<file path="src/asm_defs.svh">
// Purpose: constants of the security command block
// Assumes: 16-bit sector words, 256 words per sector
// Notes: opcodes are the task-file command codes
`ifndef ASM_DEFS_SVH
`define ASM_DEFS_SVH

`define ASM_OP_SET_PW       8'hf1
`define ASM_OP_UNLOCK       8'hf2
`define ASM_OP_ERASE_PREP   8'hf3
`define ASM_OP_ERASE_UNIT   8'hf4
`define ASM_OP_FREEZE       8'hf5
`define ASM_OP_DISABLE_PW   8'hf6

`define ASM_ATTEMPT_INIT    3'h5
`define ASM_SECCNT_FREEZE   8'h00
`define ASM_LAST_WORD       8'hff
`define ASM_PW_FIRST        8'h01
`define ASM_PW_LAST         8'h10
`define ASM_CTRL_IDENT_BIT  0
`define ASM_CTRL_LEVEL_BIT  8

`endif

</file>
<file path="src/asm_pkg.sv">
// Purpose: types of the security command block
// Assumes: nothing beyond the constants header
// Notes: command kinds are decoded from the opcode once
package asm_pkg;

   typedef enum logic [1:0] {
      ASM_ST_BOOT,
      ASM_ST_IDLE,
      ASM_ST_RECV
   } asm_state_t;

   typedef enum logic [1:0] {
      ASM_K_SET,
      ASM_K_UNLOCK,
      ASM_K_ERASE
   } asm_kind_t;

endpackage : asm_pkg

</file>
<file path="src/asm_core.sv">
// Purpose: security lock, freeze, erase pairing and unlock counter
// Assumes: one command at a time; sector words arrive in order 0..255
// Notes: passwords and lock setting survive reset like nonvolatile storage
`timescale 1ns/1ps
`default_nettype none
`include "asm_defs.svh"

// Contract
// - erase unit password mismatch aborts
// - erase unit without prior prepare aborts
// - freeze lock sets frozen flag
// - frozen rejects set, unlock, disable, erase
// - only reset clears frozen flag
// - freeze while frozen completes, stays frozen
// - freeze completion writes zero sector count
// - no security support: freeze acts as wear-level
// - set password receives one data sector
// - word0 bit0 ident, bit8 level, words1-16 password
// - user high: lock next reset, both unlock
// - user maximum: lock next reset, user only
// - master set keeps lock and level
// - master unlock at high compares master password
// - master unlock at maximum is rejected
// - user unlock compares user password
// - failed unlock while locked aborts, decrements counter
// - attempt counter loads five at reset
// - counter zero aborts unlock and erase unit
// - unlock while unlocked keeps counter
// - compare sector word0 bit0 selects password
module asm_core (
   input wire logic i_core_clk,              // 25 MHz core clock
   input wire logic i_reset_n,               // power-on or hardware reset
   input wire logic i_security_supported,    // security feature set present
   input wire logic i_nv_clear,              // clear stored lock setting and level; passwords kept
   input wire logic i_cmd_valid,             // command register written
   input wire logic [7:0] i_cmd_code,        // command opcode
   input wire logic i_data_valid,            // sector word strobe
   input wire logic [15:0] i_data_word,      // sector word
   output logic o_busy,                      // not ready for a command
   output logic o_data_req,                  // expecting sector words
   output logic o_done,                      // command complete pulse
   output logic o_abort,                     // aborted, beside o_done
   output logic o_seccnt_we,                 // sector count write pulse
   output logic [7:0] o_seccnt,              // sector count value
   output logic o_erase,                     // erase all user data pulse
   output logic o_wear_level,                // run wear-level command pulse
   output logic o_locked,                    // lock mode active
   output logic o_frozen,                    // frozen mode
   output logic o_level_max,                 // maximum security level
   output logic [2:0] o_attempts             // unlock attempts left
);
   import asm_pkg::*;

   typedef struct packed {
      asm_state_t state;
      asm_kind_t kind;
      logic frozen;
      logic prepared;
      logic locked;
      logic [2:0] attempts;
      logic ident;
      logic level;
      logic [7:0] widx;
      logic mismatch;
      logic done;
      logic abort;
      logic seccnt_we;
      logic erase;
      logic wear;
   } asm_regs_t;

   asm_regs_t r;
   asm_regs_t next_r;

   // password store: user at 0..15, master at 16..31; no reset, kept like flash
   logic [15:0] pw_mem [0:31];
   logic user_set;
   logic level_max;

   logic word_take;
   logic pw_word;
   logic [15:0] stored_word;

   function automatic logic [4:0] asm_pw_addr(input logic ident, input logic [7:0] widx);
      logic [7:0] off;
      off = widx - `ASM_PW_FIRST;
      asm_pw_addr = {ident, off[3:0]};
   endfunction : asm_pw_addr

   assign word_take = (r.state == ASM_ST_RECV) && i_data_valid;
   assign pw_word = (r.widx >= `ASM_PW_FIRST) && (r.widx <= `ASM_PW_LAST);
   assign stored_word = pw_mem[asm_pw_addr(r.ident, r.widx)];

   always_comb begin
      next_r = r;
      next_r.done = 1'b0;
      next_r.abort = 1'b0;
      next_r.seccnt_we = 1'b0;
      next_r.erase = 1'b0;
      next_r.wear = 1'b0;
      case (r.state)
         ASM_ST_BOOT: begin
            // lock mode set by an earlier user password takes effect here
            next_r.locked = user_set;
            next_r.state = ASM_ST_IDLE;
         end
         ASM_ST_IDLE: begin
            if (i_cmd_valid) begin
               next_r.prepared = 1'b0;
               next_r.widx = 8'h00;
               next_r.mismatch = 1'b0;
               case (i_cmd_code)
                  `ASM_OP_ERASE_PREP: begin
                     next_r.prepared = i_security_supported;
                     next_r.done = 1'b1;
                     next_r.abort = !i_security_supported;
                  end
                  `ASM_OP_FREEZE: begin
                     next_r.done = 1'b1;
                     if (!i_security_supported) begin
                        next_r.wear = 1'b1;
                     end else begin
                        next_r.frozen = 1'b1;
                        next_r.seccnt_we = 1'b1;
                     end
                  end
                  `ASM_OP_SET_PW: begin
                     if (r.frozen || !i_security_supported) begin
                        next_r.done = 1'b1;
                        next_r.abort = 1'b1;
                     end else begin
                        next_r.kind = ASM_K_SET;
                        next_r.state = ASM_ST_RECV;
                     end
                  end
                  `ASM_OP_UNLOCK: begin
                     if (r.frozen || !i_security_supported || r.attempts == 3'h0) begin
                        next_r.done = 1'b1;
                        next_r.abort = 1'b1;
                     end else begin
                        next_r.kind = ASM_K_UNLOCK;
                        next_r.state = ASM_ST_RECV;
                     end
                  end
                  `ASM_OP_ERASE_UNIT: begin
                     if (r.frozen || !i_security_supported || r.attempts == 3'h0 || !r.prepared) begin
                        next_r.done = 1'b1;
                        next_r.abort = 1'b1;
                     end else begin
                        next_r.kind = ASM_K_ERASE;
                        next_r.state = ASM_ST_RECV;
                     end
                  end
                  `ASM_OP_DISABLE_PW: begin
                     // only the frozen refusal is handled here
                     if (r.frozen) begin
                        next_r.done = 1'b1;
                        next_r.abort = 1'b1;
                     end
                  end
                  default: begin
                  end
               endcase
            end
         end
         ASM_ST_RECV: begin
            if (word_take) begin
               next_r.widx = r.widx + 8'h01;
               if (r.widx == 8'h00) begin
                  next_r.ident = i_data_word[`ASM_CTRL_IDENT_BIT];
                  next_r.level = i_data_word[`ASM_CTRL_LEVEL_BIT];
               end
               if (pw_word && stored_word != i_data_word) begin
                  next_r.mismatch = 1'b1;
               end
               if (r.widx == `ASM_LAST_WORD) begin
                  next_r.state = ASM_ST_IDLE;
                  next_r.done = 1'b1;
                  case (r.kind)
                     ASM_K_SET: begin
                        next_r.abort = 1'b0;
                     end
                     ASM_K_UNLOCK: begin
                        if (r.ident && level_max) begin
                           next_r.abort = 1'b1;
                        end else if (next_r.mismatch) begin
                           next_r.abort = 1'b1;
                           if (r.locked) begin
                              next_r.attempts = r.attempts - 3'h1;
                           end
                        end else begin
                           next_r.locked = 1'b0;
                        end
                     end
                     ASM_K_ERASE: begin
                        if (next_r.mismatch) begin
                           next_r.abort = 1'b1;
                        end else begin
                           next_r.erase = 1'b1;
                           next_r.locked = 1'b0;
                        end
                     end
                     default: begin
                        next_r.abort = 1'b1;
                     end
                  endcase
               end
            end
         end
         default: begin
            next_r.state = ASM_ST_IDLE;
         end
      endcase
   end

   always_ff @(posedge i_core_clk or negedge i_reset_n) begin
      if (!i_reset_n) begin
         r <= '0;
         r.state <= ASM_ST_BOOT;
         r.kind <= ASM_K_SET;
         r.frozen <= 1'b0;
         r.attempts <= `ASM_ATTEMPT_INIT;
      end else begin
         r <= next_r;
      end
   end

   // stored setup is written as the sector streams in; set never aborts once data flows
   always_ff @(posedge i_core_clk) begin
      if (i_nv_clear) begin
         user_set <= 1'b0;
         level_max <= 1'b0;
      end else if (word_take && r.kind == ASM_K_SET && r.widx == `ASM_LAST_WORD && !r.ident) begin
         user_set <= 1'b1;
         level_max <= r.level;
      end
      if (word_take && r.kind == ASM_K_SET && pw_word) begin
         pw_mem[asm_pw_addr(r.ident, r.widx)] <= i_data_word;
      end
   end

   assign o_busy = (r.state != ASM_ST_IDLE);
   assign o_data_req = (r.state == ASM_ST_RECV);
   assign o_done = r.done;
   assign o_abort = r.abort;
   assign o_seccnt_we = r.seccnt_we;
   assign o_seccnt = `ASM_SECCNT_FREEZE;
   assign o_erase = r.erase;
   assign o_wear_level = r.wear;
   assign o_locked = r.locked;
   assign o_frozen = r.frozen;
   assign o_level_max = level_max;
   assign o_attempts = r.attempts;

   a_freeze_sets: assert property (@(posedge i_core_clk) disable iff (!i_reset_n)
      (r.state == ASM_ST_IDLE && i_cmd_valid && i_cmd_code == `ASM_OP_FREEZE && i_security_supported)
      |=> (o_frozen && o_done && !o_abort && o_seccnt_we))
      else $error("freeze lock did not set frozen");

   a_frozen_sticks: assert property (@(posedge i_core_clk) disable iff (!i_reset_n)
      o_frozen |=> o_frozen)
      else $error("frozen flag cleared without reset");

   a_frozen_rejects: assert property (@(posedge i_core_clk) disable iff (!i_reset_n)
      (r.state == ASM_ST_IDLE && i_cmd_valid && o_frozen &&
       (i_cmd_code == `ASM_OP_UNLOCK || i_cmd_code == `ASM_OP_ERASE_UNIT || i_cmd_code == `ASM_OP_SET_PW))
      |=> (o_done && o_abort && !o_data_req))
      else $error("frozen device accepted a lock command");

   a_wear_swap: assert property (@(posedge i_core_clk) disable iff (!i_reset_n)
      (r.state == ASM_ST_IDLE && i_cmd_valid && i_cmd_code == `ASM_OP_FREEZE && !i_security_supported)
      |=> (o_wear_level && !o_seccnt_we && $stable(o_frozen)))
      else $error("freeze without security not sent to wear level");

   a_erase_needs_prep: assert property (@(posedge i_core_clk) disable iff (!i_reset_n)
      (r.state == ASM_ST_IDLE && i_cmd_valid && i_cmd_code == `ASM_OP_ERASE_UNIT && !r.prepared)
      |=> (o_done && o_abort))
      else $error("erase unit without prepare not aborted");

   a_prep_cancel: assert property (@(posedge i_core_clk) disable iff (!i_reset_n)
      (r.state == ASM_ST_IDLE && i_cmd_valid && i_cmd_code != `ASM_OP_ERASE_PREP) |=> !r.prepared)
      else $error("prepared state survived another command");

   a_count_zero: assert property (@(posedge i_core_clk) disable iff (!i_reset_n)
      (r.state == ASM_ST_IDLE && i_cmd_valid && o_attempts == 3'h0 && i_cmd_code == `ASM_OP_UNLOCK)
      |=> (o_abort && o_attempts == 3'h0))
      else $error("unlock taken with no attempts left");

   a_count_step: assert property (@(posedge i_core_clk) disable iff (!i_reset_n)
      (o_attempts != $past(o_attempts)) |-> (o_attempts == $past(o_attempts) - 3'h1 && o_abort && $past(o_locked)))
      else $error("attempt counter moved without a locked failure");

   a_erase_clean: assert property (@(posedge i_core_clk) disable iff (!i_reset_n)
      o_erase |-> (o_done && !o_abort && !o_locked))
      else $error("erase pulse without clean unlocked completion");

   a_boot_count: assert property (@(posedge i_core_clk) disable iff (!i_reset_n)
      (r.state == ASM_ST_BOOT) |-> (o_attempts == 3'h5 && !o_frozen))
      else $error("counter not five after reset");

   a_abort_beside: assert property (@(posedge i_core_clk) disable iff (!i_reset_n)
      o_abort |-> o_done)
      else $error("abort flag without completion");

   a_sector_start: assert property (@(posedge i_core_clk) disable iff (!i_reset_n)
      (r.state == ASM_ST_IDLE && i_cmd_valid && i_cmd_code == `ASM_OP_SET_PW &&
       !o_frozen && i_security_supported)
      |=> (o_data_req && o_busy && !o_done))
      else $error("set password did not ask for its sector");

   a_set_completes: assert property (@(posedge i_core_clk) disable iff (!i_reset_n)
      (word_take && r.kind == ASM_K_SET && r.widx == `ASM_LAST_WORD) |=> (o_done && !o_abort && !o_data_req))
      else $error("set password sector not completed cleanly");

   a_level_taken: assert property (@(posedge i_core_clk) disable iff (!i_reset_n)
      (word_take && r.kind == ASM_K_SET && r.widx == `ASM_LAST_WORD && !r.ident && !i_nv_clear)
      |=> (o_level_max == r.level))
      else $error("user password did not set the level");

   a_master_keeps: assert property (@(posedge i_core_clk) disable iff (!i_reset_n)
      (word_take && r.kind == ASM_K_SET && r.ident && r.widx != 8'h00 && !i_nv_clear)
      |=> ($stable(o_level_max) && $stable(o_locked)))
      else $error("master password changed level or lock");

   a_max_refuses: assert property (@(posedge i_core_clk) disable iff (!i_reset_n)
      (word_take && r.kind == ASM_K_UNLOCK && r.widx == `ASM_LAST_WORD && r.ident && level_max)
      |=> (o_done && o_abort && $stable(o_attempts) && $stable(o_locked)))
      else $error("master unlock accepted at maximum level");

   a_unlock_match: assert property (@(posedge i_core_clk) disable iff (!i_reset_n)
      (word_take && r.kind == ASM_K_UNLOCK && r.widx == `ASM_LAST_WORD && !r.mismatch &&
       !(r.ident && level_max))
      |=> (o_done && !o_abort && !o_locked))
      else $error("matching unlock did not clear lock");

   a_unlock_miss: assert property (@(posedge i_core_clk) disable iff (!i_reset_n)
      (word_take && r.kind == ASM_K_UNLOCK && r.widx == `ASM_LAST_WORD && r.mismatch && !r.ident && o_locked)
      |=> (o_done && o_abort && o_locked && o_attempts == $past(o_attempts) - 3'h1))
      else $error("failed unlock did not count down");

   a_unlocked_keeps: assert property (@(posedge i_core_clk) disable iff (!i_reset_n)
      !o_locked |=> $stable(o_attempts))
      else $error("attempt counter moved while unlocked");

   a_count_floor: assert property (@(posedge i_core_clk) disable iff (!i_reset_n)
      (o_attempts == 3'h0) |=> (o_attempts == 3'h0))
      else $error("empty attempt counter refilled without reset");

   a_erase_gate: assert property (@(posedge i_core_clk) disable iff (!i_reset_n)
      (r.state == ASM_ST_IDLE && i_cmd_valid && i_cmd_code == `ASM_OP_ERASE_UNIT && o_attempts == 3'h0)
      |=> (o_done && o_abort && !o_data_req))
      else $error("erase unit taken with no attempts left");

   a_erase_miss: assert property (@(posedge i_core_clk) disable iff (!i_reset_n)
      (word_take && r.kind == ASM_K_ERASE && r.widx == `ASM_LAST_WORD && r.mismatch)
      |=> (o_done && o_abort && !o_erase && $stable(o_attempts)))
      else $error("erase with wrong password not aborted");

   a_seccnt_zero: assert property (@(posedge i_core_clk) disable iff (!i_reset_n)
      o_seccnt_we |-> (o_done && o_seccnt == `ASM_SECCNT_FREEZE && o_frozen))
      else $error("sector count write without freeze completion");

   a_wear_only: assert property (@(posedge i_core_clk) disable iff (!i_reset_n)
      o_wear_level |-> (o_done && !o_abort && !$past(i_security_supported)))
      else $error("wear level pulse with security present");

   a_frozen_again: assert property (@(posedge i_core_clk) disable iff (!i_reset_n)
      (r.state == ASM_ST_IDLE && i_cmd_valid && i_cmd_code == `ASM_OP_FREEZE && o_frozen)
      |=> (o_frozen && o_done && !o_abort))
      else $error("freeze while frozen did not complete");

   a_disable_frozen: assert property (@(posedge i_core_clk) disable iff (!i_reset_n)
      (r.state == ASM_ST_IDLE && i_cmd_valid && o_frozen && i_cmd_code == `ASM_OP_DISABLE_PW)
      |=> (o_done && o_abort))
      else $error("frozen device accepted disable password");

endmodule : asm_core
`default_nettype wire

</file>
<file path="config.mk">
export PLATFORM = sky130hd
export DESIGN_NAME = asm_core
export DESIGN_NICKNAME = d
export VERILOG_FILES = /design/src/asm_pkg.sv /design/src/asm_core.sv
export VERILOG_INCLUDE_DIRS = /design/src /design/src/src
export SDC_FILE = /design/constraint.sdc
export NUM_CORES = 1
export LEC_CHECK = 0
export BUFFER_PORTS_ARGS = -buffer_cell sky130_fd_sc_hd__buf_2
export CAP_MARGIN = 25
export CORE_ASPECT_RATIO = 1.25
export CORE_MARGIN = 2
export CORE_UTILIZATION = 60
export DETAILED_ROUTE_END_ITERATION = 6
export GPL_TIMING_DRIVEN = 0
export PLACE_DENSITY = 0.77
export SYNTH_ARGS = -nofsm -noshare
export SYNTH_HDL_FRONTEND = slang
export SYNTH_SLANG_ARGS = --single-unit
</file>
<file path="constraint.sdc">
create_clock -name i_core_clk -period 8.1 [get_ports i_core_clk]
set_input_delay 0.405 -clock i_core_clk [delete_from_list [all_inputs] [get_ports i_core_clk]]
set_output_delay 0.405 -clock i_core_clk [all_outputs]
set_load 0.02 [all_outputs]
</file>
### Yosys cells after proc, flatten, opt, wreduce, memory -nomap -nowiden

Memories as Yosys holds them, arrays and structs flattened.
Cells that the tools add are included.

| cells by class | value |
|---|---|
| add/subtract/negate cells | 3 |
| order comparisons | 2 |
| eq/ne operators | 25 |
| multiplexer cells | 50 |
| bitwise logic cells | 1 |
| reduce and logical (&&, ||, !) cells | 30 |

Operators by type and width:

| operator | count |
|---|---|
| $eq 8x8->1 const B | 7 |
| $mux 1 | 23 |
| $pmux 11 s2 | 1 |
| $mux 4 | 5 |
| $mux 17 | 1 |
| $mux 2 | 8 |
| $ne 16x16->1 | 1 |
| $reduce_and 7->1 | 2 |
| $mux 12 | 1 |
| $ne 3x3->1 const B | 4 |
| $pmux 4 s3 | 1 |
| $pmux 1 s5 | 2 |
| $mux 3 | 3 |
| $add 8x1->8 const B | 1 |
| $ge 8x1->1 const B | 1 |
| $le 8x5->1 const B | 1 |
| $logic_and 1x1->1 | 8 |
| $logic_not 8->1 | 1 |
| $ne 2x2->1 const B | 4 |
| $mux 6 | 1 |
| $ne 2x1->1 const B | 3 |
| $reduce_and 3->1 | 2 |
| $reduce_and 6->1 | 1 |
| $reduce_and 5->1 | 1 |
| 19 further kinds | 28 |

| storage, ports and cells | value |
|---|---|
| register bits | 28 |
| RAM bits | 512 |
| word-level logic and storage cells | 129 |
| memories kept | 1 |

Memories:

| memory | depth | bits a word | rd ports | clocked after Yosys merged registers in | wr ports | RTL line | source |
|---|---|---|---|---|---|---|---|
| pw_mem | 32 | 16 | 1 | 0 | 1 | asm_core.sv:76 | `logic [15:0] pw_mem [0:31];` |

### Logic depth before layout (Yosys ltp)

An unclocked memory read counts as a cell.

| logic depth | value |
|---|---|
| depth in word-level cells | 13 |
| depth in mapped cells | 18 |
| depth with buffers taken out | 12 |

### Worst setup path after synthesis

No wires, ideal clock.

| path | value |
|---|---|
| kind | register to register |
| from | register r[6] (netlist bit) |
| to | memory pw_mem[8][0], enable pin |
| setup time | 409 ps |
| arrival time | 3,823 ps |
| setup slack | 3,868 ps |
| stages on the path, launching flop included | 13 |
| path buffers | 4 |
| cell sequence | dfrtp_1 buf_6 buf_6 buf_4 inv_2 ha_1 buf_6 nand2_4 nor3_1 a211oi_1 nor4b_1 nand2_1 nor3_1 |

| on the way | value |
|---|---|
| word-level cells in the longest chain between the ends | 5 |
| elaborated cells between the ends (all ways) | 7 |
| those cells by class | add/sub: 1; order compare: 2; mux: 2; reduce/logical: 2 |

RTL lines:

| item | RTL line | source |
|---|---|---|
| start, declared | asm_core.sv:72 | `asm_regs_t r;` |
| start signal, assigned | asm_core.sv:224 | `r <= next_r;` |
| $ge 8x1->1 (no source line) / $le 8x5->1 (equally long branches) | -- |  |
| $logic_and 1x1->1 | asm_core.sv:91 | `` assign pw_word = (r.widx >= `ASM_PW_FIRST) && (r.widx <= `ASM_PW_LAST); `` |
| $logic_and 1x1->1 | asm_core.sv:237 | `if (word_take && r.kind == ASM_K_SET && pw_word) begin` |
| $mux 1 | asm_core.sv:237 |  |
| $mux 1 (not written as such) | asm_core.sv:238 | `pw_mem[asm_pw_addr(r.ident, r.widx)] <= i_data_word;` |
| end, declared | asm_core.sv:76 |  |

Several ways; a longest one is shown, not always the timed one.

### Worst setup path in the final report

| path | value |
|---|---|
| from | register r[6] (netlist bit) |
| to | memory pw_mem[12][13], enable pin |

The elaborated chain is that of the path after synthesis.

==> out/qor.yml <==
die-area_um2: 38300
synth_area_leaders: "edfxtp_1, mux4_2, mux2i_1"
finalSetupViolCount: 0
cp_num_buf_inv: 7
vias: 12500
drcViolationCount: 0
ys_types: 77
grt.overflow.total: 0
via_per_inst: 6.76
pwr_density_cell_nw_per_um2: 217
place_hpwl_um: 35200
final.period_utilization_pct: 65.6
globalplace.congestion: 0.863
critical_path_arrival_ns: 5.58
crit_fanout: 12
critPathSlowestCell: "nor3_2"
ys_top_cells_by_count: "edfxtp_1, mux2i_1, nand2_1"
firstDrtPassIters: 5
yosysTopAreaCellShare_pct: 69.7
wirelength_um: 56000
synth_edf_count: 512
fin_crit_ns: 5.31
yosysMostFrequentCell: "edfxtp_1"
ir_worst_vdd_mv: 0.141
setup_tns_ns: 0
synth_ff_type: "edfxtp_1"
worstPathCellList: "buf_6 -> buf_6 -> buf_4 -> inv_2 -> ha_1 -> buf_6 -> nand2_4 -> nor3_1 -> a211oi_1 -> nor4b_1 -> nand2_1 -> nor3_2 -> buf_8 -> buf_8"
routedWlPerCell_um: 30.4
place_inst: 1757
path_clk_slew_ns: 0.06
crit_path_max_incr_delay_ns: 0.80
slew_headroom_pct: 28.2
fp-row-count: 78
clock-sinks: 540
die_w_um: 175
cts_tree: "built"
die_h_um: 218
tightest_slew_ns: 1.08
clock_skew_ns: 0.0231
slew_viol_final: 0
required_ns: 8.37
outcome: "complete, no violations"
post_cts_resized: 0
critical-path-top-delay-family: "simple AND/OR/NAND/NOR gates"
avgSynthCellArea_um2: 18.4
clk_path_buf_depth: 3
endpoint_kind: "flop"
core_area_um2: 36300
ys_ff_latch: 540
antenna_found_initial: 0
num_io_pins: 51
root_buffer: "clkbuf_16"
io_buffers: 41
synthToLayoutAreaGrowth_pct: 13.4
cts_buffers: 47
cts.htree.levels: 2
synthArstFlopShare_pct: 4.81
start_kind: "flop"
insertion_delay_ns: 0.58
worst_path_most_repeated_cell: "buf_6"
drt_iter0_drc: 1804
cts_hold_buf: 1
yosysSeqAreaShare_pct: 72.9
cap_violations: 0
p_leak_uw: 0.00810
finalHoldViolCount: 0
min_path_type: "in -> reg"
grtUsageTotal_pct: 29.6
drtAntennaViolNets: 0
initial_utilization_pct: 60.7
rsz0062_at_grt: "no"
fin_cells: 1841
grt_max_degree: 35
drive_above_1_share_pct: 25.1
grt_pass1_wl_um: 80200
post-cts-setup-buffer-count: 0
timing.fmax_mhz: 188
syn_area_um2: 22000
critPathKind: "reg -> reg"
synthCells: 1197
grt_pass1_vias: 12200
ys.warnings.count: 0
antenna_cells: 0
layout.nets: 1369
synth_top_cell_by_area: "edfxtp_1"
-- placed cells by master, fill, tap and decap left out, types with 16 or more instances in the layout --
| cell | instances |
|---|---|
| edfxtp_1 | 512 |
| mux2i_1 | 106 |
| nand2_1 | 86 |
| mux4_2 | 84 |
| buf_2 | 52 |
| clkbuf_16 | 49 |
| a22oi_1 | 34 |
| buf_6 | 29 |
| buf_4 | 29 |
| dfrtp_1 | 24 |
| a21oi_1 | 20 |
| nor3_1 | 17 |
| clkbuf_1 | 17 |
| nor2_1 | 17 |
| o21ai_0 | 16 |
| nor2_2 | 16 |
-- report_power, final --
part           internal [uW]  switching [uW]
sequential              3060            2.72
combinational           55.5             123
clock                   1220             964
-- stage by stage --
| step | hold WS [ns] | setup slack (ns) | instance area, um2 | util (%) | power [uW] |
|---|---|---|---|---|---|
| after floorplan | 0.109 | 3.87 | 22100 | - | 3210 |
| after CTS | 0.0150 | 2.88 | 25000 | 68.9 | 5420 |
| after global routing | 0.0209 | 2.59 | 25000 | 68.9 | 5540 |
| after global placement | 0.449 | 1.15 | 22900 | 63.0 | 3280 |
| final | 0.0270 | 2.79 | 25000 | 68.9 | 5420 |
| after detailed placement | 0.454 | 2.94 | 23500 | 64.8 | 3290 |
-- cell type report --
cell class	instances	area, um2
inverter	13	48.8
multi-input combinational	587	5610
clock inverter	21	178
buffer	64	495
fill	2222	11300
tap	480	601
sequential	540	16100
clock buffer	61	1290
timing repair buffer	75	717
-- cells by family after synthesis --
kind of cell,share of synthesized area (%)
flip-flops,72.9
AND/OR/NAND/NOR,4.70
multiplexers,13.6
AO/OA/AOI/OAI,5.06
buffers and inverters,2.47
XOR/XNOR,0.641
adder cells (fa/ha/maj),0.624
other,0.0170
-- final timing paths --
path,to,from,slack [ns],depth (start not counted)
max in group asynchronous,o_abort,i_reset_n,7.31,2
min reg2reg,user_set,user_set,0.49,2
min,o_level_max,i_nv_clear,0.03,2
min in group asynchronous,r[7],i_reset_n,0.38,2
max reg2reg,pw_mem[12][13],r[6],2.79,14
max,pw_mem[12][13],r[6],2.79,14
-- sequential cells by signal (all words and copies together), names as in the netlist --
| name | cells |
|---|---|
| user_set | 1 |
| o_level_max | 1 |
| o_abort | 1 |
| o_attempts | 3 |
| o_frozen | 1 |
| o_seccnt_we | 1 |
| o_locked | 1 |
| pw_mem | 512 |
| o_wear_level | 1 |
| r | 16 |
| o_done | 1 |
| o_erase | 1 |
-- worst reg2reg max path: stages (launching register included) --
cell	delay (ns)
dfrtp_1	0.50
buf_6	0.24
buf_6	0.24
buf_4	0.29
inv_2	0.21
ha_1	0.27
buf_6	0.16
nand2_4	0.09
nor3_1	0.05
a211oi_1	0.43
nor4b_1	0.72
nand2_1	0.57
nor3_2	0.80
buf_8	0.25
buf_8	0.17
-- per-layer routing --
layer	share of wire [%]	GRT usage (%)	vias to the layer above
met5	0	0	-
met4	6.1	16.8	0
met3	10	4.99	194
met2	47	46.8	873
met1	36	39.6	6303
li1	-	-	5083
Note: power is estimated with default switching activity, not from simulation.
